**src/ussu_pkg.sv**
```systemverilog
// Package for the universal serial shift unit: widths, modes, carriers
package ussu_pkg;

    localparam int unsigned DATA_W        = 8;
    localparam int unsigned CNT_W         = 4;
    localparam logic [7:0]  DATA_RST      = 8'h00;
    localparam logic [3:0]  CNT_RST       = 4'h0;
    localparam logic [3:0]  CNT_MAX       = 4'hF;
    localparam int unsigned FIFO_DEPTH    = 4;
    localparam int unsigned MSB_POS       = 7;

    // Wire mode select
    typedef enum logic [1:0] {
        USSU_WM_OFF   = 2'b00,
        USSU_WM_THREE = 2'b01,
        USSU_WM_TWO   = 2'b10,
        USSU_WM_TWOH  = 2'b11
    } ussu_wm_t;

    // Wire mode and clock source select: wire_mode, external_clock_select, clock_edge_select
    typedef struct packed {
        ussu_wm_t wire_mode;
        logic     external_clock_select;
        logic     clock_edge_select;
    } ussu_ctrl_t;

    typedef struct packed {
        logic       counter_overflow_flag;
        logic       start_detect_flag;
        logic [3:0] cnt;
    } ussu_stat_t;

endpackage : ussu_pkg
```
**src/ussu_core.sv**
```systemverilog
// Universal serial shift unit: shift register, edge counter, output latch
`timescale 1ns/10ps
import ussu_pkg::*;

// Operation
// - Eight-bit shift register read and written directly by software, unbuffered.
// - Shift register MSB drives data-out or data pin per wire mode.
// - Transparent latch makes output change on edge opposite to sampling.
// - Serial input always taken from the serial-in pin.
// - Four-bit counter readable, writable, with overflow flag raising interrupt.
// - Shift register and counter advance together on software strobe with edge select zero; timer compare match shifts without counting.
// - External clock: counter increments on both clock edges.
// - Shift clock from clock pin, timer compare match, or software strobe.
// - Two-wire start condition raises start flag and interrupt.
// - Two-wire hold clock low after start, or after counter overflow in USSU_WM_TWOH mode only.
// - Three-wire mode acts as SPI mode 0/1, no slave select.
// - Looped master and slave exchange contents after eight clocks.
// - Master clock made by port toggling or clock-toggle strobe.
// - Edge select zero: sample on rising, shift on falling edge.
// - Edge select one: sample on falling, shift on rising edge.
// - Both ends load data and enable driver half period before sampling.
// - Counter cleared to zero before each byte transfer.
// - External clocking overflows after eight pulses, sixteen edges.
// - Overflow interrupt can wake the processor from idle.
// - Software strobe in three-wire: toggle bit inverts clock pin, counts.
// - Write with overflow bit one and count zero clears flag and counter.
// - Output pin driven only when its direction bit is output; the two-wire hold drives the clock pin regardless.
// - Software write coinciding with a shift clock wins; shift skipped.
// - Latch transparent first half cycle externally, always with internal clock.
module ussu_core #(
    parameter int unsigned DATA_WIDTH = DATA_W,
    parameter int unsigned FIFO_D     = FIFO_DEPTH
) (
    input  wire logic                  clk_i,
    input  wire logic                  rst_i,
    // Software side
    input  wire ussu_pkg::ussu_ctrl_t  serial_unit_control_i,
    input  wire logic                  data_wr_i,
    input  wire logic [7:0]            data_wdata_i,
    output logic      [7:0]            serial_shift_data_o,
    input  wire logic                  stat_wr_i,
    input  wire ussu_pkg::ussu_stat_t  stat_wdata_i,
    output ussu_pkg::ussu_stat_t       serial_unit_status_o,
    input  wire logic                  software_clock_strobe_i,
    input  wire logic                  clock_pin_toggle_strobe_i,
    input  wire logic                  timer_match_i,
    output logic                       overflow_irq_o,
    output logic                       start_irq_o,
    output logic                       idle_wake_o,
    // Received byte stream
    output logic                       rx_valid_o,
    input  wire logic                  rx_ready_i,
    output logic      [7:0]            rx_data_o,
    output logic                       rx_drop_o,
    // Port pins
    input  wire logic [2:0]            port_e_direction_i,
    input  wire logic                  port_clock_level_i,
    input  wire logic                  serial_in_pin_i,
    output logic                       data_out_o,
    output logic                       data_out_oe_o,
    output logic                       serial_clock_pin_o,
    output logic                       serial_clock_pin_oe_o,
    input  wire logic                  serial_clock_pin_i
);
    import ussu_pkg::*;

    initial
    begin
        if (DATA_WIDTH != 8)
            $error("DATA_WIDTH must be 8");
        if (FIFO_D < 2)
            $error("FIFO_D must be at least 2");
    end

    // ------------------------------------------------------------
    // Decode helpers
    // ------------------------------------------------------------
    // Both two-wire codes share the open-drain data line and start logic
    function automatic logic ussu_is_two_wire(input ussu_wm_t mode);
        return (mode == USSU_WM_TWO) || (mode == USSU_WM_TWOH);
    endfunction : ussu_is_two_wire

    // ------------------------------------------------------------
    // Pin synchronisers
    // ------------------------------------------------------------
    logic [1:0] sck_sync_ff;
    logic [1:0] din_sync_ff;
    logic       sck_prev_ff;

    always_ff @(posedge clk_i or posedge rst_i)
    begin
        if (rst_i)
        begin
            sck_sync_ff <= 2'h0;
            din_sync_ff <= 2'h0;
            sck_prev_ff <= 1'b0;
        end
        else
        begin
            sck_sync_ff <= {sck_sync_ff[0], serial_clock_pin_i};
            din_sync_ff <= {din_sync_ff[0], serial_in_pin_i};
            sck_prev_ff <= sck_sync_ff[1];
        end
    end

    wire sck_s  = sck_sync_ff[1];
    wire din_s  = din_sync_ff[1];
    wire sck_rise = sck_s && !sck_prev_ff;
    wire sck_fall = !sck_s && sck_prev_ff;

    // ------------------------------------------------------------
    // Clock source selection
    // ------------------------------------------------------------
    wire ext_sel  = serial_unit_control_i.external_clock_select;
    wire edge_sel = serial_unit_control_i.clock_edge_select;
    ussu_wm_t wm;
    assign wm = serial_unit_control_i.wire_mode;
    wire two_wire = ussu_is_two_wire(wm);

    // Mode 0 samples on rise and shifts on fall; mode 1 the opposite
    wire ext_sample = ext_sel && (edge_sel ? sck_fall : sck_rise);
    wire ext_shift  = ext_sel && (edge_sel ? sck_rise : sck_fall);
    // Internal: compare match or software strobe shifts in one step
    wire int_clk    = !ext_sel && (edge_sel ? timer_match_i
                                            : software_clock_strobe_i);
    // Counter: both external edges, else the toggle strobe or the software strobe
    wire cnt_tick   = ext_sel ? (sck_rise || sck_fall)
                              : (software_clock_strobe_i ? 1'b1
                                                         : clock_pin_toggle_strobe_i);

    // ------------------------------------------------------------
    // Shift register, sample holding, counter
    // ------------------------------------------------------------
    logic [7:0] shreg_ff;
    logic       sampled_ff;
    logic [3:0] cnt_ff;
    logic       ovf_ff;
    logic       sif_ff;
    logic       hold_ff;
    logic       latch_ff;
    logic       clk_pin_ff;

    // Sampled bit held until the shift edge keeps output stable meanwhile
    wire shift_now = ext_shift || int_clk;
    wire [7:0] nxt_shreg = data_wr_i ? data_wdata_i
                         : shift_now ? {shreg_ff[6:0], ext_sel ? sampled_ff : din_s}
                         : shreg_ff;

    wire       clr_ovf   = stat_wr_i && stat_wdata_i.counter_overflow_flag;
    wire       wrap      = cnt_tick && (cnt_ff == CNT_MAX);
    wire [3:0] nxt_cnt   = stat_wr_i ? stat_wdata_i.cnt
                         : cnt_tick ? cnt_ff + 4'h1
                         : cnt_ff;
    wire       nxt_ovf   = wrap ? 1'b1 : (clr_ovf ? 1'b0 : ovf_ff);

    // Start: data falls while clock high, only in two-wire mode
    logic din_prev_ff;
    wire  start_det = two_wire && sck_s && din_prev_ff && !din_s;
    wire  clr_sif   = stat_wr_i && stat_wdata_i.start_detect_flag;
    wire  nxt_sif   = start_det ? 1'b1 : (clr_sif ? 1'b0 : sif_ff);

    // Hold released when software clears either the start or the overflow flag
    wire  nxt_hold  = (two_wire && ((start_det) ||
                       (wm == USSU_WM_TWOH && wrap))) ? 1'b1
                    : ((clr_sif || clr_ovf) ? 1'b0 : hold_ff);

    // ------------------------------------------------------------
    // State registers, one short block each
    // ------------------------------------------------------------
    // Shift register
    always_ff @(posedge clk_i or posedge rst_i)
    begin
        if (rst_i)
            shreg_ff <= DATA_RST;
        else
            shreg_ff <= nxt_shreg;
    end

    // Sampled input bit, held until the shift edge
    always_ff @(posedge clk_i or posedge rst_i)
    begin
        if (rst_i)
            sampled_ff <= 1'b0;
        else if (ext_sample)
            sampled_ff <= din_s;
    end

    // Edge counter
    always_ff @(posedge clk_i or posedge rst_i)
    begin
        if (rst_i)
            cnt_ff <= CNT_RST;
        else
            cnt_ff <= nxt_cnt;
    end

    // Overflow flag
    always_ff @(posedge clk_i or posedge rst_i)
    begin
        if (rst_i)
            ovf_ff <= 1'b0;
        else
            ovf_ff <= nxt_ovf;
    end

    // Start flag
    always_ff @(posedge clk_i or posedge rst_i)
    begin
        if (rst_i)
            sif_ff <= 1'b0;
        else
            sif_ff <= nxt_sif;
    end

    // Clock hold; leaving two-wire mode drops it at once
    always_ff @(posedge clk_i or posedge rst_i)
    begin
        if (rst_i)
            hold_ff <= 1'b0;
        else
            hold_ff <= nxt_hold && two_wire;
    end

    // Previous data level for the start detector
    always_ff @(posedge clk_i or posedge rst_i)
    begin
        if (rst_i)
            din_prev_ff <= 1'b0;
        else
            din_prev_ff <= din_s;
    end

    // ------------------------------------------------------------
    // Output latch and clock pin
    // ------------------------------------------------------------
    // Transparent in first half of cycle (after shift edge) or always internally
    wire latch_open = !ext_sel || (edge_sel ? !sck_s : sck_s) == 1'b0 || shift_now;

    // Open latch shows a freshly written MSB at once, giving setup time
    always_ff @(posedge clk_i or posedge rst_i)
    begin
        if (rst_i)
            latch_ff <= 1'b0;
        else if (latch_open)
            latch_ff <= nxt_shreg[MSB_POS];
    end

    // Toggle state of the clock pin
    always_ff @(posedge clk_i or posedge rst_i)
    begin
        if (rst_i)
            clk_pin_ff <= 1'b0;
        else if (clock_pin_toggle_strobe_i)
            clk_pin_ff <= !clk_pin_ff;
    end

    // Three-wire uses dedicated output; two-wire uses the data line, open drain
    wire sel_three = !ussu_is_two_wire(wm);
    assign data_out_o    = sel_three ? latch_ff : 1'b0;
    assign data_out_oe_o = sel_three ? port_e_direction_i[0]
                                     : (port_e_direction_i[1] && !latch_ff);
    // Clock pin: port level xor toggle state; two-wire hold forces it low
    assign serial_clock_pin_o    = hold_ff ? 1'b0 : (port_clock_level_i ^ clk_pin_ff);
    assign serial_clock_pin_oe_o = port_e_direction_i[2] || hold_ff;

    // ------------------------------------------------------------
    // Status, interrupts, receive stream
    // ------------------------------------------------------------
    assign serial_shift_data_o  = shreg_ff;
    assign serial_unit_status_o = '{counter_overflow_flag: ovf_ff,
                                    start_detect_flag:     sif_ff,
                                    cnt:                   cnt_ff};
    assign overflow_irq_o       = ovf_ff;
    assign start_irq_o          = sif_ff;
    assign idle_wake_o          = ovf_ff;

    logic ovf_prev_ff;
    logic push_ff;
    logic rx_in_ready;

    // Previous overflow level for the rising-edge push
    always_ff @(posedge clk_i or posedge rst_i)
    begin
        if (rst_i)
            ovf_prev_ff <= 1'b0;
        else
            ovf_prev_ff <= ovf_ff;
    end

    // One push per rise of the overflow flag
    always_ff @(posedge clk_i or posedge rst_i)
    begin
        if (rst_i)
            push_ff <= 1'b0;
        else
            push_ff <= ovf_ff && !ovf_prev_ff;
    end

    // Copy of each completed byte; a full FIFO drops and reports it
    assign rx_drop_o = push_ff && !rx_in_ready;

    ussu_fifo #(
        .WIDTH (8),
        .DEPTH (FIFO_D)
    ) u_fifo (
        .clk_i       (clk_i),
        .rst_i       (rst_i),
        .in_valid_i  (push_ff),
        .in_ready_o  (rx_in_ready),
        .in_data_i   (shreg_ff),
        .out_valid_o (rx_valid_o),
        .out_ready_i (rx_ready_i),
        .out_data_o  (rx_data_o)
    );
endmodule : ussu_core

```
**src/ussu_fifo.sv**
```systemverilog
// Small valid/ready FIFO for received bytes
`timescale 1ns/10ps
module ussu_fifo #(
    parameter int unsigned WIDTH = 8,
    parameter int unsigned DEPTH = 4
) (
    input  wire logic             clk_i,
    input  wire logic             rst_i,
    input  wire logic             in_valid_i,
    output logic                  in_ready_o,
    input  wire logic [WIDTH-1:0] in_data_i,
    output logic                  out_valid_o,
    input  wire logic             out_ready_i,
    output logic      [WIDTH-1:0] out_data_o
);
    localparam int unsigned AW = (DEPTH > 1) ? $clog2(DEPTH) : 1;

    initial
    begin
        if (DEPTH < 2 || (DEPTH & (DEPTH - 1)) != 0)
            $error("DEPTH must be a power of two of at least 2");
    end

    logic [WIDTH-1:0] mem_ff [DEPTH];
    logic [AW:0]      wr_ff;
    logic [AW:0]      rd_ff;

    wire full  = (wr_ff[AW] != rd_ff[AW]) && (wr_ff[AW-1:0] == rd_ff[AW-1:0]);
    wire empty = (wr_ff == rd_ff);
    wire push  = in_valid_i && !full;
    wire pop   = out_ready_i && !empty;

    assign in_ready_o  = !full;
    assign out_valid_o = !empty;
    assign out_data_o  = mem_ff[rd_ff[AW-1:0]];

    always_ff @(posedge clk_i or posedge rst_i)
    begin
        if (rst_i)
        begin
            wr_ff <= '0;
            rd_ff <= '0;
        end
        else
        begin
            if (push)
                wr_ff <= wr_ff + 1'b1;
            if (pop)
                rd_ff <= rd_ff + 1'b1;
        end
    end

    always_ff @(posedge clk_i)
    begin
        if (push)
            mem_ff[wr_ff[AW-1:0]] <= in_data_i;
    end
endmodule : ussu_fifo

```
**config.mk**
```make
export PLATFORM = sky130hd
export DESIGN_NAME = ussu_core
export DESIGN_NICKNAME = d
export VERILOG_FILES = /design/src/ussu_pkg.sv /design/src/ussu_core.sv /design/src/ussu_fifo.sv
export SDC_FILE = /design/constraint.sdc
export NUM_CORES = 1
export LEC_CHECK = 0
export ABC_AREA = 1
export ABC_CLOCK_PERIOD_IN_PS = 2260
export BUFFER_PORTS_ARGS = -buffer_cell sky130_fd_sc_hd__buf_2
export CAP_MARGIN = 20
export CORE_MARGIN = 3
export CORE_UTILIZATION = 54
export DETAILED_ROUTE_END_ITERATION = 8
export GPL_ROUTABILITY_DRIVEN = 0
export GPL_TIMING_DRIVEN = 0
export PLACE_DENSITY = 0.82
export SETUP_SLACK_MARGIN = 0.5
export SYNTH_ARGS = -nofsm -noshare
export SYNTH_HDL_FRONTEND = slang
export SYNTH_SLANG_ARGS = --single-unit
```
**constraint.sdc**
```tcl
create_clock -name clk_i -period 2.26 [get_ports clk_i]
set_input_delay 0.452 -clock clk_i [delete_from_list [all_inputs] [get_ports clk_i]]
set_output_delay 0.452 -clock clk_i [all_outputs]
set_load 0.01 [all_outputs]
```
==> results of run 1 <==
final timing paths:
path | start | end | cells after the start
worst max-delay path | u_fifo.rd_ff[0] | rx_data_o[7] | 6
worst min-delay path | rst_i | u_fifo.rd_ff[2] | 2
worst max register to register | u_fifo.rd_ff[0] | u_fifo.mem_ff[3][7] | 7
worst min register to register | sck_sync_ff[0] | sck_sync_ff[1] | 0
max in group asynchronous | rst_i | din_prev_ff | 3
min in group clk_i | serial_in_pin_i | din_sync_ff[0] | 1
cells in the final DEF (no fill, tap or decap), drive strengths merged:
| cell type | count |
|---|---|
| buf | 86 |
| nand2 | 63 |
| dfrtp | 32 |
| edfxtp | 32 |
| nand3 | 30 |
| nor2 | 30 |
| inv | 24 |
| o21ai | 22 |
| clkbuf | 12 |
| ha | 8 |
| o22ai | 8 |
| xor2 | 5 |
| xnor2 | 2 |
| clkinvlp | 2 |
| o211ai | 2 |
| nand4 | 2 |
| clkinv | 2 |
| a21oi | 2 |
| or2 | 2 |
| a211oi | 1 |
| and2 | 1 |
| a31oi | 1 |
| a22o | 1 |
| bufinv | 1 |
power by group through the flow:
stage               sequential [uW]  clock [uW]  combinational, uW
floorplan                      1500           0                734
global placement               1510           0               1070
detailed placement             1520           0               1110
CTS                            1500         989               1370
global route                   1520        1040               1710
finish                         1510         976               1580
logic make-up after synthesis:
family / after synthesis / share of synthesized area, %
fa+ha+maj: 8 / 3.50
xor+xnor: 7 / 2.14
flops: 64 / 61.6
simple gates: 128 / 19.8
buf+inv: 33 / 5.56
compound gates: 37 / 7.40
final cells by class:
| type | instances | area share [%] |
|---|---|---|
| Sequential cell | 64 | 47.2 |
| Buffer | 9 | 2.11 |
| Tap cell | 67 | 2.25 |
| Inverter | 24 | 2.65 |
| Clock buffer | 11 | 3.79 |
| Timing Repair Buffer | 78 | 12.9 |
| Multi-Input combinational cell | 180 | 27.5 |
| Clock inverter | 5 | 1.51 |
state kept, by name, indices dropped and copies added, names as in the netlist:
name / flops
clk_pin_ff: 1
cnt_ff: 4
din_prev_ff: 1
din_sync_ff: 2
hold_ff: 1
idle_wake_o: 1
latch_ff: 1
ovf_prev_ff: 1
push_ff: 1
sampled_ff: 1
sck_prev_ff: 1
sck_sync_ff: 2
serial_shift_data_o: 8
start_irq_o: 1
u_fifo.mem_ff: 32
u_fifo.rd_ff: 3
u_fifo.wr_ff: 3
what timing repair did:
item	4_1_cts	5_1_grt
setup endpoints to repair	42	42
gates resized for setup	24	20
setup buffers	9	7
pin swaps	5	5
cloned	1	0
worst reg2reg max path, delay by kind of cell, from the launching register on:
family / cells / cell delay (ns)
buffers and inverters: 2 / 0.28
XOR/XNOR: 1 / 0.20
AO/OA/AOI/OAI: 1 / 0.07
AND/OR/NAND/NOR: 3 / 0.46
flip-flops: 1 / 0.38
per-stage QoR:
stage,hold slack (ns),instances,util (%),setup slack [ns]
global placement,0.334,404,66.0,0.306
floorplan,0.331,277,-,0.621
CTS,0.123,431,73.2,0.277
finish,0.125,438,75.9,0.248
detailed placement,0.339,405,66.6,0.256
global route,0.131,438,75.9,0.171
per-layer routing:
metal	vias to the layer above	GRT usage [%]
li1	1107	-
met1	1068	27.2
met2	64	35.1
met3	4	5.90
met4	0	7.87
met5	-	0
==> results.cfg, run 1 <==
[route]
drt_pass1_iterations = 4
antenna_left = 0
wl_met2_mm = 3.38
met3_length_um = 324
wl_met1_mm = 2.79
post_drt_via_cell_ratio = 5.12
detail_route.iter0.violations = 111
route.final.wire_length_mm = 6.54
num_vias = 2243
avg_wl_per_cell_um = 14.9
drc = 0
top_signal_layer_used = met4

[synthesis]
yosysWarnings = 0
yosysSeqAreaShare_pct = 61.6
synth.distinct_cells = 32
syn_nets = 317
netlist_top_cells_count = nand2_1, dfrtp_1, edfxtp_1
postSynthCellCount = 277
synth_flop_cell = edfxtp_1
synth_area_leaders = edfxtp_1, dfrtp_1, nand2_1
syn_area_mm2 = 0.00286
synth_top_area_share_pct = 33.6
yosys_register_bits = 64
asyncSetResetFlopFracSynth_pct = 50.0
synth_area_per_cell_um2 = 10.3
leading_cell_type_by_number_of_instances_after_synthesis = nand2_1
synth_edf_count = 32
yosys.area.top_type = edfxtp_1

[timing]
final-hold-violation-count = 0
fmax_mhz = 497
setup_viol_count_final = 0
rsz0062_at_grt = yes
clock_skew_ns = 0.00997
setup_total_negative_slack_ns = 0
timing_worst_slew_pin_value_ns = 0.471
min_period_ns = 2.01
slew_headroom_pct = 68.5
report.final.slew_viol_count = 0
finalCritPeriodShare_pct = 89.0

[pwr]
power.ir.vdd_worst_mv = 0.602
power_frac_comb_pct = 38.8
p_int_uw = 2630
finalPower_uw = 4060
power-per-cell-area_mw_per_mm2 = 1090
power_frac_seq_pct = 37.1
switching_share_pct = 35.3
power.switching_uw = 1430
power.static_leakage_uw = 0.00172
power_frac_clock_pct = 24.0

[worst_setup_path]
worst-path-buf-inv = 4
rrSetupSlack_ns = 0.56
critical_path_required_ns = 1.81
cp-end-kind = primary output
critPathMaxStageDelay_ns = 0.38
critical_path.startpoint_type = register
crit_family = buffers and inverters
worstSetupPathType = register to primary output
critical_path.cell_chain = buf_6 -> clkinvlp_4 -> buf_4 -> o21ai_2 -> o22ai_2 -> buf_2
timing.critical_path.slowest_stage_cell = dfrtp_1
critical_path_peak_fanout = 7
worst_ep_arrival_time_ns = 1.56

[layout]
layout_cell_share_with_drive_strength_beyond_1_pct = 36.4
multi_input_area_mm2 = 0.00103
num-nets-final = 406
num-fill-cells = 338
num_antenna_cells = 0
final_area_mm2 = 0.00373
area.growth.synth_to_final_pct = 30.4
area_taken_by_flip_flops_and_latches_mm2 = 0.00176

[clocking]
htreeDepth = 3
cts_tree = built
cts-root-buf = clkbuf_8
insertion_delay_ns = 0.33
cts.sinks = 64
max-clock-path-buffers = 2
cts.clk_slew.worst_paths_ns = 0.07
num_cts_buffers = 9
cts.hold.buffers_added = 0

[placement]
dp.final_hpwl_mm = 4.09
place.port_buffers = 60
dpl-instance-area_mm2 = 0.00327

[global_routing]
grt_pass1_vias = 2157
maximum_number_of_pins_on_one_net_before_global_route_repair = 24
grt_pass1_wl_mm = 10.1
grt.total_usage_pct = 21.4
antenna_violations_before_repair = 0
globalRouteOverflowTotal = 0

[flow_run]
maxCapViolCount = 0

[run_status]
status = completed

[floorplanning]
die_height_um = 78.8
initial_utilization_pct = 58.2
placeableCoreArea_mm2 = 0.00491
die_x_um = 78.8
std_cell_rows = 25
boundaryPins = 63
die_area_mm2 = 0.00620

[hold_path]
min-delay-path-class = input port to async pin
Note: power is estimated with default switching activity, not from simulation.
==> run 2, diff against run 1 <==
Settings changed: SYNTH_HIERARCHICAL from default to 1.
==> run 2 against run 1 <==
Via count up 4.5%. Register-to-register slack got worse by 0.02 ns. Global-route usage is 0.10 points lower. Sequential power about the same. Count of clock-buffer cells in the layout shrank 1. Final cell count rose by 1.6%. Sequential share of layout area is 1.0 points lower. Die area grew 3.6%. Worst hold slack improved by 0.078 ns. Combinational power rose by 4%. Sequential cell count did not move. Critical path type unchanged. Highest routed layer unchanged.
==> results.cfg, run 2 <==
[route]
avg_wl_per_cell_um = 14.6
route.final.wire_length_mm = 6.51
detail_route.iter0.violations = 94
drt_pass1_iterations = 4
wl_met1_mm = 2.65
post_drt_via_cell_ratio = 5.27
num_vias = 2345
wl_met2_mm = 3.39
top_signal_layer_used = met4
met3_length_um = 361
antenna_left = 0
drc = 0

[synthesis]
yosysSeqAreaShare_pct = 59.3
syn_nets = 325
syn_area_mm2 = 0.00297
yosys.area.top_type = edfxtp_1
postSynthCellCount = 285
yosys_register_bits = 64
leading_cell_type_by_number_of_instances_after_synthesis = nand2_1
synth_area_leaders = edfxtp_1, dfrtp_1, nand2_1
netlist_top_cells_count = nand2_1, nand3_1, dfrtp_1, edfxtp_1, nor2_1
synth.distinct_cells = 35
synth_top_area_share_pct = 32.4
asyncSetResetFlopFracSynth_pct = 50.0
synth_edf_count = 32
synth_flop_cell = edfxtp_1
synth_area_per_cell_um2 = 10.4
yosysWarnings = 6

[floorplanning]
std_cell_rows = 26
boundaryPins = 63
placeableCoreArea_mm2 = 0.00520
die_height_um = 80.2
initial_utilization_pct = 57.0
die_area_mm2 = 0.00642
die_x_um = 80.2

[clocking]
max-clock-path-buffers = 2
htreeDepth = 3
cts_tree = built
cts-root-buf = clkbuf_8
num_cts_buffers = 9
insertion_delay_ns = 0.35
cts.sinks = 64
cts.clk_slew.worst_paths_ns = 0.08

[worst_setup_path]
worstSetupPathType = register to primary output
critical_path.startpoint_type = register
critical_path_required_ns = 1.81
worst_ep_arrival_time_ns = 1.46
critical_path_peak_fanout = 6
cp-end-kind = primary output

[layout]
multi_input_area_mm2 = 0.00107
max_reg_flops = 32
num-nets-final = 410
area.growth.synth_to_final_pct = 28.3
layout_cell_share_with_drive_strength_beyond_1_pct = 37.9
leading_cell_types_in_the_layout_fill_and_taps_excluded = buf_2, nand2_1, nand3_1
post-route-util_pct = 73.2
mostFrequentLayoutCell = buf_2
num_antenna_cells = 0
area_taken_by_flip_flops_and_latches_mm2 = 0.00176
final_area_mm2 = 0.00381
num-fill-cells = 355

[timing]
setup_total_negative_slack_ns = 0
slew_headroom_pct = 65.5
final-hold-violation-count = 0
timing_worst_slew_pin_value_ns = 0.517
whs_ns = 0.203
clock_skew_ns = 0.0120
min_period_ns = 1.91
report.final.slew_viol_count = 0
finalCritPeriodShare_pct = 84.4
setup_viol_count_final = 0
fmax_mhz = 524
rsz0062_at_grt = yes

[placement]
dpl-instance-area_mm2 = 0.00336
dp.final_hpwl_mm = 4.25
place.port_buffers = 60

[pwr]
power-per-cell-area_mw_per_mm2 = 1090
power.ir.vdd_worst_mv = 0.623
finalPower_uw = 4140
power.static_leakage_uw = 0.00176

[global_routing]
maximum_number_of_pins_on_one_net_before_global_route_repair = 27
grt.total_usage_pct = 21.3
antenna_violations_before_repair = 0
grt_pass1_wl_mm = 10.3
globalRouteOverflowTotal = 0
grt_pass1_vias = 2195

[flow_run]
maxCapViolCount = 0

[run_status]
status = completed

[hold_path]
min-delay-path-class = input port to register
[run 2: changes by cell type after synthesis, sizes merged, moves of 2 or more]
cell	before	now
buf	8	11
inv	24	26
xor2	5	3
nand3	30	41
o211ai	2	0
nand2	63	60
[run 2: final timing paths]
kind | startpoint | end | slack, ns | depth (start not counted)
max in group asynchronous | rst_i | serial_shift_data_o[2] | 1.36 | 4
min in group asynchronous | rst_i | cnt_ff[3] | 0.54 | 3
worst max register to register | u_fifo/rd_ff[0] | u_fifo/mem_ff[0][1] | 0.54 | 7
worst max-delay path | u_fifo/rd_ff[0] | rx_data_o[1] | 0.35 | 6
worst min-delay path | serial_in_pin_i | din_sync_ff[0] | 0.20 | 1
worst min register to register | din_sync_ff[0] | din_sync_ff[1] | 0.35 | 0
[run 2: layout make-up]
type / instances / share of cell area [%]
sequential: 64 / 46.2
multi-input combinational: 184 / 28.0
timing repair buffer: 74 / 12.4
tap: 70 / 2.30
inverter: 26 / 3.02
clock inverter: 6 / 1.81
clock buffer: 10 / 3.35
buffer: 11 / 2.82
[run 2: worst max-delay path, cell delays in order, from the launching register on]
cell	delay (ns)
dfrtp_1	0.40
buf_6	0.15
clkinv_8	0.07
buf_8	0.11
nor2_1	0.05
o22ai_1	0.17
buf_2	0.16
[run 2: layer usage]
metal / GRT usage (%) / vias to the layer above
li1: - / 1125
met1: 26.2 / 1128
met2: 36.3 / 82
met3: 4.15 / 10
met4: 8.95 / 0
met5: 0 / -
[run 2: metrics by stage]
| stage | instances | worst slack (ns) |
|---|---|---|
| 6_report | 445 | 0.353 |
| 5_1_grt | 445 | 0.281 |
| 4_1_cts | 442 | 0.326 |
| 3_5_place_dp | 415 | 0.317 |
| 3_3_place_gp | 415 | 0.404 |
| 2_1_floorplan | 285 | 0.677 |
[run 2: kinds of logic (layout without fill, tap and decap cells)]
group	count (synthesis)	in the layout	synth area share, %
compound gates	35	35	7.00
simple gates	135	135	22.1
mux	1	1	0.379
buf+inv	37	127	6.36
xor+xnor	5	5	1.48
flops	64	64	59.3
fa+ha+maj	8	8	3.37
[run 2: timing repair]
item / in CTS / in global routing
hold buffers: 0 / 1
gates cloned: 1 / 0
hold endpoints to repair: 0 / 1
pin swaps: 5 / 5
endpoints found under the setup margin: 34 / 10
gates resized for setup: 18 / 26
setup buffers: 10 / 1
[run 2: where the power goes]
group          leakage, uW  internal, uW  switching, uW  total (uW)
registers         0.000684          1370            138        1510
logic             0.000980           775            876        1650
clock network    0.0000968           515            459         974
total              0.00176          2660           1470        4140
==> run 3, diff against run 2 <==
Settings changed: ABC_AREA 1 to 0, ABC_CLOCK_PERIOD_IN_PS 2260 to 1600, CORE_UTILIZATION 54 to 49, PLACE_DENSITY 0.82 to 0.79.
Clock period 2.26 ns to 1.6 ns, I/O delays scaled along.
==> run 3 against run 2 <==
The run now ends with negative setup slack left. Register-to-register slack lost 0.69 ns. Total power grew 85%. Clock skew is 0.0048 ns higher. Design area is 22% higher. Wire length rose by 40%. Worst hold slack got worse by 0.12 ns. Highest routed layer unchanged. Sequential power grew 52%. Largest power group unchanged. Die area rose by 9.7%.
==> results.cfg, run 3 <==
[route]
post_drt_via_cell_ratio = 5.83
route.final.wire_length_mm = 9.09
drt_pass1_iterations = 4
num_vias = 2427
detail_route.iter0.violations = 143
avg_wl_per_cell_um = 21.9
antenna_left = 0
drc = 0

[pwr]
power.ir.vdd_worst_mv = 1.52
power.static_leakage_uw = 0.00197
power-per-cell-area_mw_per_mm2 = 1640

[timing]
min_period_ns = 1.99
clock_skew_ns = 0.0168
setup_total_negative_slack_ns = -6.37
final-hold-violation-count = 0
setup_viol_count_final = 52
fmax_mhz = 502
timing_worst_slew_pin_value_ns = 0.537
finalCritPeriodShare_pct = 124
rsz0062_at_grt = yes
slew_headroom_pct = 63.9
fin_ws_ns = -0.391
report.final.slew_viol_count = 0

[worst_setup_path]
worst_ep_arrival_time_ns = 1.67
critical_path_required_ns = 1.28
critical_path.startpoint_type = register
critical_path_peak_fanout = 2
critPathMaxStageDelay_ns = 0.46
cp-end-kind = primary output
critical_path.cell_chain = xor2_4 -> or3_4 -> nor2b_4 -> buf_6
worstSetupPathType = register to primary output
timing.critical_path.slowest_stage_cell = dfrtp_2

[placement]
dpl_worst_slack_ns = -0.199
placedCellCount = 346
dp.final_hpwl_mm = 4.23
place.port_buffers = 60

[synthesis]
asyncSetResetFlopFracSynth_pct = 50.0
synth_flop_cell = edfxtp_1
syn_nets = 254
synth_edf_count = 32
synth.distinct_cells = 48
netlist_top_cells_count = dfrtp_1, edfxtp_1, nand2_1
synth_top_area_share_pct = 32.3
yosys.area.top_type = edfxtp_1
yosysWarnings = 6
synth_area_per_cell_um2 = 13.9
syn_area_mm2 = 0.00298
yosysSeqAreaShare_pct = 59.2
synth_area_leaders = edfxtp_1, dfrtp_1, mux4_2
postSynthCellCount = 214
yosys_register_bits = 64

[layout]
fin_cells = 416
post-route-util_pct = 81.8
max_reg_flops = 32
mostFrequentLayoutCell = buf_6
area.growth.synth_to_final_pct = 56.0
leading_cell_types_in_the_layout_fill_and_taps_excluded = buf_6, buf_2, buf_4
num_antenna_cells = 0
num-nets-final = 379
layout_cell_share_with_drive_strength_beyond_1_pct = 61.0

[flow_run]
maxCapViolCount = 0

[floorplanning]
die_height_um = 83.9
std_cell_rows = 27
die_x_um = 83.9
placeableCoreArea_mm2 = 0.00568
initial_utilization_pct = 52.4
die_area_mm2 = 0.00705
boundaryPins = 63

[global_routing]
grt_pass1_vias = 2354
maximum_number_of_pins_on_one_net_before_global_route_repair = 27
global_route.peak_usage_layer = met2
grt_pass1_wl_mm = 12.2
globalRouteMet1Util_pct = 29.0
antenna_violations_before_repair = 0
gr-usage-met3_pct = 4.64
globalRouteOverflowTotal = 0
met2_grt_util_pct = 36.3
grt.total_usage_pct = 21.8

[clocking]
num_cts_buffers = 9
cts_tree = built
htreeDepth = 3
cts.clk_slew.worst_paths_ns = 0.08
cts.sinks = 64
max-clock-path-buffers = 2
insertion_delay_ns = 0.34
cts-root-buf = clkbuf_8

[hold_path]
min-delay-path-class = input port to register

[run_status]
status = finished, violations left
failing_checks = negative setup slack
run 3: changes by cell type after synthesis, moves of 6 or more:
cell / before / now
nor2_1: 28 / 5
nand2_2: 7 / 0
o21ai_1: 1 / 7
mux2i_1: 0 / 9
nand3_1: 34 / 4
inv_1: 22 / 11
mux4_2: 0 / 9
o22ai_1: 8 / 0
nand2_1: 51 / 13
o21ai_0: 20 / 4
run 3: what timing repair did:
action                                  4_1_cts  5_1_grt
cloned                                        0        1
resized for setup                            51       37
buffers inserted                             30       20
hold buffers                                  1        1
hold endpoints to repair                      6        3
pin swaps                                    10       21
endpoints found under the setup margin       85       85
run 3: per-stage QoR:
stage	power, uW	hold WS [ns]	cell area [um^2]
floorplan	3630	0.111	3140
global placement	4090	0.271	3530
detailed placement	4160	0.267	3530
CTS	6590	0.0742	4250
global route	7930	0.0719	4640
finish	7640	0.0874	4640
run 3: layout make-up:
class / instances / area [um^2]
Clock buffer: 9 / 124
Sequential cell: 64 / 1780
Inverter: 11 / 43.8
Buffer: 10 / 113
Fill cell: 277 / 1030
Timing Repair Buffer: 113 / 925
Multi-Input combinational cell: 130 / 1440
Clock inverter: 7 / 125
Tap cell: 72 / 90.1
run 3: kinds of logic (layout without fill, tap and decap cells):
family / Yosys count / in the layout / synth area share (%)
AOI/OAI and AO/OA: 36 / 37 / 8.28
buffers and inverters: 21 / 150 / 4.33
adders and majority gates: 8 / 8 / 3.36
and+or+nand+nor: 52 / 52 / 9.79
muxes: 23 / 23 / 11.9
DFF: 64 / 64 / 59.2
xor gates and xnor gates: 10 / 10 / 3.19
run 3: path summary, 6_finish.rpt:
path | from | end | slack [ns] | cells after the start
hold reg to reg | din_sync_ff[0] | din_sync_ff[1] | 0.35 | 0
hold / removal | serial_in_pin_i | din_sync_ff[0] | 0.09 | 1
min in group asynchronous | rst_i | cnt_ff[2] | 0.47 | 3
setup reg to reg | u_fifo/wr_ff[0] | u_fifo/wr_ff[2] | -0.15 | 6
setup / recovery | u_fifo/wr_ff[0] | rx_drop_o | -0.39 | 4
max in group asynchronous | rst_i | serial_shift_data_o[1] | 0.69 | 4
run 3: worst max-delay path: cells and delay by family, from the launching register on:
kind / cells / cell delay (ns)
flops: 1 / 0.46
xor+xnor: 1 / 0.21
simple gates: 2 / 0.56
buf+inv: 1 / 0.11
run 3: metal layers:
layer  up-vias  wire (um)  part of all wire (%)
li1       1057          -                     -
met1      1241       3540                    39
met2       119       4890                    54
met3        10        540                   5.9
met4         0        116                   1.3
met5         -          0                     0
run 3: power breakdown:
part	leakage, uW	switching, uW	internal, uW
Sequential	0.000662	296	2000
Combinational	0.00118	1620	1960
Clock	0.000125	705	1050
Total	0.00197	2620	5010
